===== config.mk =====
export PLATFORM = sky130hd
export DESIGN_NAME = pml_top
export DESIGN_NICKNAME = d
export VERILOG_FILES = /design/src/hw/pml_fifo.v /design/src/hw/pml_top.v
export VERILOG_INCLUDE_DIRS = /design/src /design/src/hw
export SDC_FILE = /design/constraint.sdc
export NUM_CORES = 1
export LEC_CHECK = 0
export ABC_AREA = 1
export BUFFER_PORTS_ARGS = -buffer_cell sky130_fd_sc_hd__buf_4
export CAP_MARGIN = 30
export CELL_PAD_IN_SITES_DETAIL_PLACEMENT = 2
export CELL_PAD_IN_SITES_GLOBAL_PLACEMENT = 2
export CORE_UTILIZATION = 34
export CTS_CLUSTER_SIZE = 30
export DETAILED_ROUTE_END_ITERATION = 12
export PLACE_DENSITY = 0.79
export SLEW_MARGIN = 20
export SYNTH_ARGS = -nofsm -noshare
export SYNTH_HDL_FRONTEND = slang
export SYNTH_SLANG_ARGS = --single-unit

===== constraint.sdc =====
create_clock -name clk_sys_i -period 8.05 [get_ports clk_sys_i]
set_input_delay 0.4025 -clock clk_sys_i [delete_from_list [all_inputs] [get_ports clk_sys_i]]
set_output_delay 0.4025 -clock clk_sys_i [all_outputs]
set_load 0.01 [all_outputs]

===== src/hw/pml_defines.vh =====
// Overview of operation
// - crs and col follow tx enable quickly
// - gigabit start delimiter 76 to 84 ns
// - gigabit end code 76 to 84 ns
// - two-bit latency field adds 8 ns steps
// - end bounds assume no frequency offset
// - 100 Mb/s delimiters 64 to 72 ns
// - 10 Mb/s preamble and end 200-300 ns
// - gigabit rx crs/col and dv assert timing
// - gigabit rx crs/col and dv drop timing
// - gigabit rx assert timed from last pair, drop from first pair
// - 100 Mb/s rx crs/col and dv assert
`ifndef PML_DEFINES_VH
`define PML_DEFINES_VH

`define PML_CLK_NS 8
`define PML_CEIL_CYC(ns) (((ns) + `PML_CLK_NS - 1) / `PML_CLK_NS)
`define PML_FLOOR_CYC(ns) ((ns) / `PML_CLK_NS)

// speed codes
`define PML_SPEED_10 2'h0
`define PML_SPEED_100 2'h1
`define PML_SPEED_1000 2'h2

// end-of-stream code kinds on the line
`define PML_END_RESET 2'h0
`define PML_END_EXTEND 2'h1
`define PML_END_EXT_ERR 2'h2
`define PML_TXD_EXT_ERR 8'h1F

// transmit side
`define PML_TX_CRS_MAX_NS 16
`define PML_TX_CRS_CYC `PML_FLOOR_CYC(`PML_TX_CRS_MAX_NS)
`define PML_TX_1000_MIN_NS 76
`define PML_TX_1000_CYC `PML_CEIL_CYC(`PML_TX_1000_MIN_NS)
`define PML_TX_100_MIN_NS 64
`define PML_TX_100_CYC `PML_CEIL_CYC(`PML_TX_100_MIN_NS)
`define PML_TX_10_MIN_NS 200
`define PML_TX_10_CYC `PML_CEIL_CYC(`PML_TX_10_MIN_NS)
`define PML_LAT_STEP_NS 8
`define PML_LAT_STEP_CYC `PML_CEIL_CYC(`PML_LAT_STEP_NS)
`define PML_LAT_RESET 2'h0

// receive side, gigabit
`define PML_RX1G_CRS_ON_NS 156
`define PML_RX1G_CRS_ON_CYC `PML_CEIL_CYC(`PML_RX1G_CRS_ON_NS)
`define PML_RX1G_CRS_OFF_NS 172
`define PML_RX1G_CRS_OFF_CYC `PML_CEIL_CYC(`PML_RX1G_CRS_OFF_NS)
`define PML_RX1G_DV_ON_NS 176
`define PML_RX1G_DV_ON_CYC `PML_CEIL_CYC(`PML_RX1G_DV_ON_NS)
`define PML_RX1G_DV_OFF_NS 176
`define PML_RX1G_DV_OFF_CYC `PML_CEIL_CYC(`PML_RX1G_DV_OFF_NS)

// receive side, 100 Mb/s
`define PML_RX100_CRS_ON_NS 152
`define PML_RX100_CRS_ON_CYC `PML_CEIL_CYC(`PML_RX100_CRS_ON_NS)
`define PML_RX100_CRS_OFF_NS 192
`define PML_RX100_CRS_OFF_CYC `PML_CEIL_CYC(`PML_RX100_CRS_OFF_NS)
`define PML_RX100_DV_ON_NS 216
`define PML_RX100_DV_ON_CYC `PML_CEIL_CYC(`PML_RX100_DV_ON_NS)
`define PML_RX100_DV_OFF_NS 216
`define PML_RX100_DV_OFF_CYC `PML_CEIL_CYC(`PML_RX100_DV_OFF_NS)

// receive data pacing toward the mac, in clocks per word minus one
`define PML_PACE_100 6'h04
`define PML_PACE_10 6'h31

`endif


===== src/hw/pml_fifo.v =====
`timescale 1ns/10ps
module pml_fifo #(
  parameter W  = 8,
  parameter D  = 4,
  parameter AW = 2
) (
  input  wire         clk_i,
  input  wire         srst_i,
  input  wire         ce_i,
  input  wire         in_valid_i,
  output wire         in_ready_o,
  input  wire [W-1:0] in_data_i,
  output wire         out_valid_o,
  input  wire         out_ready_i,
  output wire [W-1:0] out_data_o
);
  function [AW:0] pml_fit;
    input integer v;
    begin
      pml_fit = v[AW:0];
    end
  endfunction

  localparam [AW:0] DEPTH_C = pml_fit(D);
  localparam [AW:0] LAST_C  = pml_fit(D - 1);

  reg [W-1:0]  mem_q [0:D-1];
  reg [AW-1:0] wr_q;
  reg [AW-1:0] rd_q;
  reg [AW:0]   cnt_q;
  reg [AW:0]   cnt_d;
  reg          in_ready_q;
  reg          out_valid_q;
  wire         push;
  wire         pop;

  function [AW-1:0] pml_inc;
    input [AW-1:0] p;
    begin
      pml_inc = ({1'b0, p} == LAST_C) ? {AW{1'b0}} : p + {{(AW-1){1'b0}}, 1'b1};
    end
  endfunction

  assign push        = ce_i & in_valid_i & in_ready_q;
  assign pop         = ce_i & out_valid_q & out_ready_i;
  assign in_ready_o  = in_ready_q;
  assign out_valid_o = out_valid_q;
  assign out_data_o  = mem_q[rd_q];

  always @* begin
    cnt_d = cnt_q;
    if (push & ~pop) begin
      cnt_d = cnt_q + {{AW{1'b0}}, 1'b1};
    end else if (pop & ~push) begin
      cnt_d = cnt_q - {{AW{1'b0}}, 1'b1};
    end
  end

  always @(posedge clk_i) begin
    if (push) begin
      mem_q[wr_q] <= in_data_i;
    end
  end

  // flags are registered so the top sees flop-driven ready and valid
  always @(posedge clk_i) begin
    if (srst_i) begin
      wr_q        <= {AW{1'b0}};
      rd_q        <= {AW{1'b0}};
      cnt_q       <= {(AW+1){1'b0}};
      in_ready_q  <= 1'b1;
      out_valid_q <= 1'b0;
    end else if (ce_i) begin
      if (push) begin
        wr_q <= pml_inc(wr_q);
      end
      if (pop) begin
        rd_q <= pml_inc(rd_q);
      end
      cnt_q       <= cnt_d;
      in_ready_q  <= (cnt_d != DEPTH_C);
      out_valid_q <= (cnt_d != {(AW+1){1'b0}});
    end
  end
endmodule // pml_fifo


===== src/hw/pml_top.v =====
`timescale 1ns/10ps
`include "pml_defines.vh"
module pml_top #(
  parameter DW         = 8,
  parameter FIFO_DEPTH = 4,
  parameter FIFO_AW    = 2,
  parameter DL_DEPTH   = 32
) (
  input  wire          clk_sys_i,
  input  wire          srst_i,
  input  wire          ce_i,
  input  wire [1:0]    speed_i,
  input  wire [1:0]    lat_sel_i,
  input  wire          half_duplex_i,
  input  wire          tx_en_i,
  input  wire          tx_er_i,
  input  wire [DW-1:0] txd_i,
  input  wire [3:0]    line_rx_carrier_i,
  input  wire          line_rx_data_en_i,
  input  wire          line_rx_valid_i,
  input  wire [DW-1:0] line_rx_data_i,
  output wire          line_rx_ready_o,
  output reg           crs_o,
  output reg           col_o,
  output reg           rx_dv_o,
  output reg  [DW-1:0] rxd_o,
  output reg           line_tx_en_o,
  output reg  [DW-1:0] line_tx_data_o,
  output reg           line_tx_sos_o,
  output reg           line_tx_eos_o,
  output reg  [1:0]    line_tx_end_kind_o
);
  localparam TXW = DW + 2;

  // tap numbers are cut to the delay-line index width on purpose
  function [4:0] pml_cut5;
    input integer v;
    begin
      pml_cut5 = v[4:0];
    end
  endfunction

  localparam [4:0] TX_TAP_1000 = pml_cut5(`PML_TX_1000_CYC - 1);
  localparam [4:0] TX_TAP_100  = pml_cut5(`PML_TX_100_CYC - 1);
  localparam [4:0] TX_TAP_10   = pml_cut5(`PML_TX_10_CYC - 1);
  localparam [4:0] LAT_STEP    = pml_cut5(`PML_LAT_STEP_CYC);

  localparam [4:0] RX1G_CRS_ON   = pml_cut5(`PML_RX1G_CRS_ON_CYC - 1);
  localparam [4:0] RX1G_CRS_OFF  = pml_cut5(`PML_RX1G_CRS_OFF_CYC - 1);
  localparam [4:0] RX1G_DV_ON    = pml_cut5(`PML_RX1G_DV_ON_CYC - 1);
  localparam [4:0] RX1G_DV_OFF   = pml_cut5(`PML_RX1G_DV_OFF_CYC - 1);
  localparam [4:0] RX100_CRS_ON  = pml_cut5(`PML_RX100_CRS_ON_CYC - 1);
  localparam [4:0] RX100_CRS_OFF = pml_cut5(`PML_RX100_CRS_OFF_CYC - 1);
  localparam [4:0] RX100_DV_ON   = pml_cut5(`PML_RX100_DV_ON_CYC - 1);
  localparam [4:0] RX100_DV_OFF  = pml_cut5(`PML_RX100_DV_OFF_CYC - 1);

  reg  [TXW-1:0]      tx_dl_q [0:DL_DEPTH-1];
  reg  [DL_DEPTH-1:0] rx_car_q;
  reg  [DL_DEPTH-1:0] rx_dat_q;
  reg  [4:0]          tx_tap;
  reg  [4:0]          crs_on_tap;
  reg  [4:0]          crs_off_tap;
  reg  [4:0]          dv_on_tap;
  reg  [4:0]          dv_off_tap;
  reg  [5:0]          pace_q;
  reg  [5:0]          pace_reload;
  reg  [1:0]          end_kind_d;
  wire [TXW-1:0]      tx_tap_w;
  wire                speed_1g;
  wire                rx_carrier_w;
  wire                rx_crs_w;
  wire                rx_dv_w;
  wire                pace_tick;
  wire                fifo_valid;
  wire                fifo_ready;
  wire [DW-1:0]       fifo_data;
  integer             i;

  function pml_pick;
    input [DL_DEPTH-1:0] v;
    input [4:0]          idx;
    begin
      pml_pick = v[idx];
    end
  endfunction

  assign speed_1g = (speed_i == `PML_SPEED_1000);

  // ---------------- transmit path ----------------
  always @* begin
    case (speed_i)
      `PML_SPEED_1000: tx_tap = TX_TAP_1000 + LAT_STEP * {3'h0, lat_sel_i};
      `PML_SPEED_100:  tx_tap = TX_TAP_100;
      default:         tx_tap = TX_TAP_10;
    endcase
  end

  always @(posedge clk_sys_i) begin
    if (srst_i) begin
      for (i = 0; i < DL_DEPTH; i = i + 1) begin
        tx_dl_q[i] <= {TXW{1'b0}};
      end
    end else if (ce_i) begin
      tx_dl_q[0] <= {tx_en_i, tx_er_i, txd_i};
      for (i = 1; i < DL_DEPTH; i = i + 1) begin
        tx_dl_q[i] <= tx_dl_q[i-1];
      end
    end
  end

  assign tx_tap_w = tx_dl_q[tx_tap];

  // carrier extension is en low with er high; ext-error also carries a marker byte
  always @* begin
    end_kind_d = `PML_END_RESET;
    if (speed_1g & tx_tap_w[DW]) begin
      if (tx_tap_w[DW-1:0] == `PML_TXD_EXT_ERR) begin
        end_kind_d = `PML_END_EXT_ERR;
      end else begin
        end_kind_d = `PML_END_EXTEND;
      end
    end
  end

  // end timing holds only while line timing is locked to clk_sys_i; no drift absorption
  always @(posedge clk_sys_i) begin
    if (srst_i) begin
      line_tx_en_o       <= 1'b0;
      line_tx_data_o     <= {DW{1'b0}};
      line_tx_sos_o      <= 1'b0;
      line_tx_eos_o      <= 1'b0;
      line_tx_end_kind_o <= `PML_END_RESET;
    end else if (ce_i) begin
      line_tx_en_o   <= tx_tap_w[DW+1];
      line_tx_data_o <= tx_tap_w[DW-1:0];
      line_tx_sos_o  <= tx_tap_w[DW+1] & ~line_tx_en_o;
      line_tx_eos_o  <= ~tx_tap_w[DW+1] & line_tx_en_o;
      if (~tx_tap_w[DW+1] & line_tx_en_o) begin
        line_tx_end_kind_o <= end_kind_d;
      end
    end
  end

  // ---------------- receive path ----------------
  // gigabit waits for all four pairs so skew is measured from the latest
  assign rx_carrier_w = speed_1g ? &line_rx_carrier_i : line_rx_carrier_i[0];

  always @(posedge clk_sys_i) begin
    if (srst_i) begin
      rx_car_q <= {DL_DEPTH{1'b0}};
      rx_dat_q <= {DL_DEPTH{1'b0}};
    end else if (ce_i) begin
      rx_car_q <= {rx_car_q[DL_DEPTH-2:0], rx_carrier_w};
      rx_dat_q <= {rx_dat_q[DL_DEPTH-2:0], rx_carrier_w & line_rx_data_en_i};
    end
  end

  // 10 Mb/s receive is not modelled; it reuses the 100 Mb/s taps
  always @* begin
    if (speed_1g) begin
      crs_on_tap  = RX1G_CRS_ON;
      crs_off_tap = RX1G_CRS_OFF;
      dv_on_tap   = RX1G_DV_ON;
      dv_off_tap  = RX1G_DV_OFF;
    end else begin
      crs_on_tap  = RX100_CRS_ON;
      crs_off_tap = RX100_CRS_OFF;
      dv_on_tap   = RX100_DV_ON;
      dv_off_tap  = RX100_DV_OFF;
    end
  end

  // or of an early and a late tap: rises at the early one, falls at the late one
  assign rx_crs_w = pml_pick(rx_car_q, crs_on_tap) | pml_pick(rx_car_q, crs_off_tap);
  assign rx_dv_w  = pml_pick(rx_dat_q, dv_on_tap) | pml_pick(rx_dat_q, dv_off_tap);

  always @(posedge clk_sys_i) begin
    if (srst_i) begin
      crs_o   <= 1'b0;
      col_o   <= 1'b0;
      rx_dv_o <= 1'b0;
    end else if (ce_i) begin
      crs_o   <= tx_en_i | rx_crs_w;
      col_o   <= half_duplex_i & tx_en_i & rx_crs_w;
      rx_dv_o <= rx_dv_w;
    end
  end

  // ---------------- receive data buffer and pacing ----------------
  always @* begin
    case (speed_i)
      `PML_SPEED_1000: pace_reload = 6'h00;
      `PML_SPEED_100:  pace_reload = `PML_PACE_100;
      default:         pace_reload = `PML_PACE_10;
    endcase
  end

  assign pace_tick = (pace_q == 6'h00);

  always @(posedge clk_sys_i) begin
    if (srst_i) begin
      pace_q <= 6'h00;
    end else if (ce_i) begin
      pace_q <= pace_tick ? pace_reload : pace_q - 6'h01;
    end
  end

  // drain at mac word rate during dv; flush stale words once the line is idle
  assign fifo_ready = (pace_tick & rx_dv_o) | (~rx_dv_o & ~rx_crs_w & ~rx_carrier_w);

  pml_fifo #(
    .W  (DW),
    .D  (FIFO_DEPTH),
    .AW (FIFO_AW)
  ) u_rx_fifo (
    .clk_i       (clk_sys_i),
    .srst_i      (srst_i),
    .ce_i        (ce_i),
    .in_valid_i  (line_rx_valid_i),
    .in_ready_o  (line_rx_ready_o),
    .in_data_i   (line_rx_data_i),
    .out_valid_o (fifo_valid),
    .out_ready_i (fifo_ready),
    .out_data_o  (fifo_data)
  );

  always @(posedge clk_sys_i) begin
    if (srst_i) begin
      rxd_o <= {DW{1'b0}};
    end else if (ce_i & fifo_valid & pace_tick & rx_dv_o) begin
      rxd_o <= fifo_data;
    end
  end
endmodule // pml_top


==> results.yml <==
synth:
  ys.flop_type: "edfxtp_1"
  synth_edf_count: 289
  synth_top_area_share_pct: 52.9
  syn_avg_cell_area_um2: 9.72
  ys_seq_area_share_pct: 63.9
  ys_top_cells_by_area: "edfxtp_1 53%, dfxtp_1 11%, inv_1 7.8%, nor2_1 6.9%, nand3_1 6.4%"
  ys.warnings.count: 0
  synth_area_mm2: 0.0164
  synth-seq-cells: 379
  synth_nets: 1733
  netlist_instances: 1688
  synth.distinct_cells: 40
  async_reset_ff_share_pct: 0
  yosys.area.top_type: "edfxtp_1"
detailed_routing:
  wirelength_um: 44400
  drc: 0
  dr.first_iter.drc_count: 725
  viasPerCell: 4.89
  wl_per_cell_um: 18.9
  dr_total_vias: 11500
  drtPass1Iterations: 4
  antenna_left: 0
setup_path:
  path_max_fanout: 41
  path_cells: "buf_4, inv_1, ha_1, inv_2, buf_4, nand2_2, buf_4, inv_2, nand3_1, nand3_1, nand3_1, nand3_1, nand2_1, inv_1, nand2_1, nor2_1, nand2_1, nand2_1, a21oi_2"
  critPathKind: "in -> reg"
  critPathCaptureType: "flop"
  max_stage_delay_ns: 0.43
  required_ns: 8.47
  cp_slowest_cell: "nand2_2"
  cp-start-kind: "input port"
  cp_data_arrival_time_ns: 3.67
sta:
  worst_slack_ns: 4.79
  fin_worst_skew_ns: 0.0136
  finalSetupViolations: 0
  hold_viol: 0
  drv_slew: 0
  slew_headroom_pct: 34.2
  fin_crit_sh_pct: 40.5
  tns_ns: 0
  rsz0062_at_grt: "no"
  fmax_mhz: 307
  fin_crit_ns: 3.26
  whs_ns: 0.0491
  worst_pin_slew_ns: 0.986
clocking:
  clkSlewWorstSetupHoldPaths_ns: 0.06
  htree_levels: 2
  cts_root_buffer: "clkbuf_16"
  clock-sinks: 379
  clock_path_buffers: 3
  clkLatencyLatePin_ns: 0.56
  cts_tree: "built"
  cts_resized: 0
  cts_hold_buf: 0
  numCtsBuffers: 42
  post-cts-setup-buffer-count: 0
final_layout:
  final_util_pct: 39.1
  layoutNonFillerInstCount: 2354
  drive_gt1_share_pct: 8.97
  nNetsFinal: 1751
  diodes: 0
  syn_to_final_growth_pct: 13.5
  final_cell_area_mm2: 0.0186
power:
  combPwrFrac_pct: 10.5
  power_density_mw_per_mm2: 255
  p_int_mw: 3.53
  clkPwrFrac_pct: 41.3
  swShare_pct: 25.6
  ir_worst_vdd_uv: 131
  seqPwrFrac_pct: 48.2
  power.leakage_nw: 7.49
  p_sw_mw: 1.22
  p_total_mw: 4.74
floorplan:
  num_rows: 80
  dieArea_mm2: 0.0491
  start_util_pct: 34.4
  io_pins: 57
  die_w_um: 222
  core_area_mm2: 0.0476
  die_y_um: 222
placed_design:
  gp_congestion: 0.798
  post-dp-hpwl_um: 28000
  place_area_mm2: 0.0172
  dp_slack_ns: 4.23
  placedCellCount: 2277
  io_buffers: 56
global_routing:
  grt_overflow_total: 0
  grt_max_degree: 153
  track_usage_pct: 18.4
  grt_antenna_before_repair: 1
  grt_pass1_vias: 12800
  grt_pass1_wl_um: 71400
hold_path:
  hp-class: "in -> reg"
run:
  maxCapViolCount: 0
outcome:
  status: "finished, final reports clean"
[layout make-up]
| type | count | area (µm²) |
|---|---|---|
| Fill cell | 5131 | 29000 |
| Sequential cell | 379 | 10500 |
| Multi-Input combinational cell | 865 | 4120 |
| Inverter | 350 | 1320 |
| Clock buffer | 55 | 1170 |
| Tap cell | 615 | 769 |
| Timing Repair Buffer | 68 | 556 |
| Clock inverter | 22 | 215 |
[power groups by stage]
stage	logic (mW)	clock network (mW)	registers, mW
final	0.499	1.96	2.29
after floorplan	0.348	0	2.31
after CTS	0.508	2.01	2.29
after global routing	0.562	2.08	2.30
after detailed placement	0.499	0	2.33
after global placement	0.468	0	2.31
[final timing paths]
kind	start	end	slack [ns]	cells after the start
worst min register to register	rx_dat_q[10]$_SDFFE_PP0P_	rx_dat_q[11]$_SDFFE_PP0P_	0.47	2
worst max register to register	pace_q[0]$_SDFFE_PP0P_	u_rx_fifo.out_valid_o$_SDFFE_PP0P_	5.69	15
worst min-delay path	line_rx_data_i[2]	u_rx_fifo.mem_q[0][2]$_DFFE_PP_	0.05	1
worst max-delay path	speed_i[0]	line_tx_end_kind_o[0]$_SDFFE_PP0P_	4.79	19
[kinds of logic (layout without fill, tap and decap cells)]
| kind of cell | after synthesis | count (layout) | synth area share, % |
|---|---|---|---|
| XOR/XNOR | 3 | 3 | 0.160 |
| AO/OA/AOI/OAI | 190 | 190 | 6.67 |
| AND/OR/NAND/NOR | 659 | 659 | 17.2 |
| buffers and inverters | 444 | 495 | 11.1 |
| adder cells (fa/ha/maj) | 13 | 13 | 0.992 |
| flip-flops | 379 | 379 | 63.9 |
[state kept, by name, summed over array words and instances, names as in the netlist]
register and count:
tx_dl_q 257, u_rx_fifo.mem_q 32, rx_dat_q 27, rx_car_q 24, line_tx_data_o 8, rxd_o 8, pace_q 6, u_rx_fifo.cnt_q 3
line_tx_end_kind_o 2, u_rx_fifo.rd_q 2, u_rx_fifo.wr_q 2, col_o 1, crs_o 1, line_tx_en_o 1, line_tx_eos_o 1, line_tx_sos_o 1
rx_dv_o 1, u_rx_fifo.in_ready_o 1, u_rx_fifo.out_valid_o 1
[Yosys cell counts (2+ instances only)]
| cell type | number |
|---|---|
| clkinv_1 | 3 |
| a211oi_1 | 3 |
| buf_4 | 3 |
| inv_1 | 342 |
| inv_2 | 5 |
| a21oi_1 | 41 |
| clkbuf_1 | 43 |
| o211ai_1 | 8 |
| nand2_1 | 130 |
| ha_1 | 13 |
| nor2_4 | 2 |
| nor2_1 | 301 |
| buf_2 | 32 |
| nand4_1 | 2 |
| nand3_1 | 211 |
| a21oi_2 | 2 |
| buf_6 | 9 |
| xor2_1 | 3 |
| o21ai_0 | 68 |
| buf_1 | 5 |
| nand2_2 | 4 |
| o21ai_1 | 2 |
| o31ai_1 | 2 |
| o22ai_1 | 51 |
| dfxtp_1 | 90 |
| edfxtp_1 | 289 |
| a31oi_1 | 8 |
| nand2_4 | 4 |
[routing by layer]
| metal | track usage, % | vias to the layer above | wire length [µm] |
|---|---|---|---|
| met4 | 5.78 | 0 | 1010 |
| met1 | 23.2 | 5814 | 19700 |
| met5 | 0 | - | 0 |
| met3 | 2.70 | 68 | 1220 |
| li1 | - | 5498 | - |
| met2 | 32.3 | 129 | 22500 |
[critical path: cells and delay by family]
family,cells,cell delay [ns]
adders and majority gates,1,0.37
and+or+nand+nor,10,1.33
AOI/OAI and AO/OA,1,0.05
buffers and inverters,7,1.49
[cells in the final DEF (no fill, tap or decap), drive strengths merged]
cell      synthesis  routed
nor2            304     304
ha               13      13
a31oi             8       8
or2               1       1
nor4              1       1
clkinvlp          0       3
o32ai             1       1
xor2              3       3
inv             347     348
o22ai            51      51
a211oi            3       3
o21bai            1       1
edfxtp          289     289
o31ai             2       2
clkbuf           43      55
buf              51      68
nand3           213     213
clkinv            3      17
nand4             2       2
dfxtp            90      90
o211a             1       1
o21ai            70      70
nand2           138     138
o211ai            9       9
a21oi            44      44
bufinv            0       4
Power figures use the tool's default switching activity.
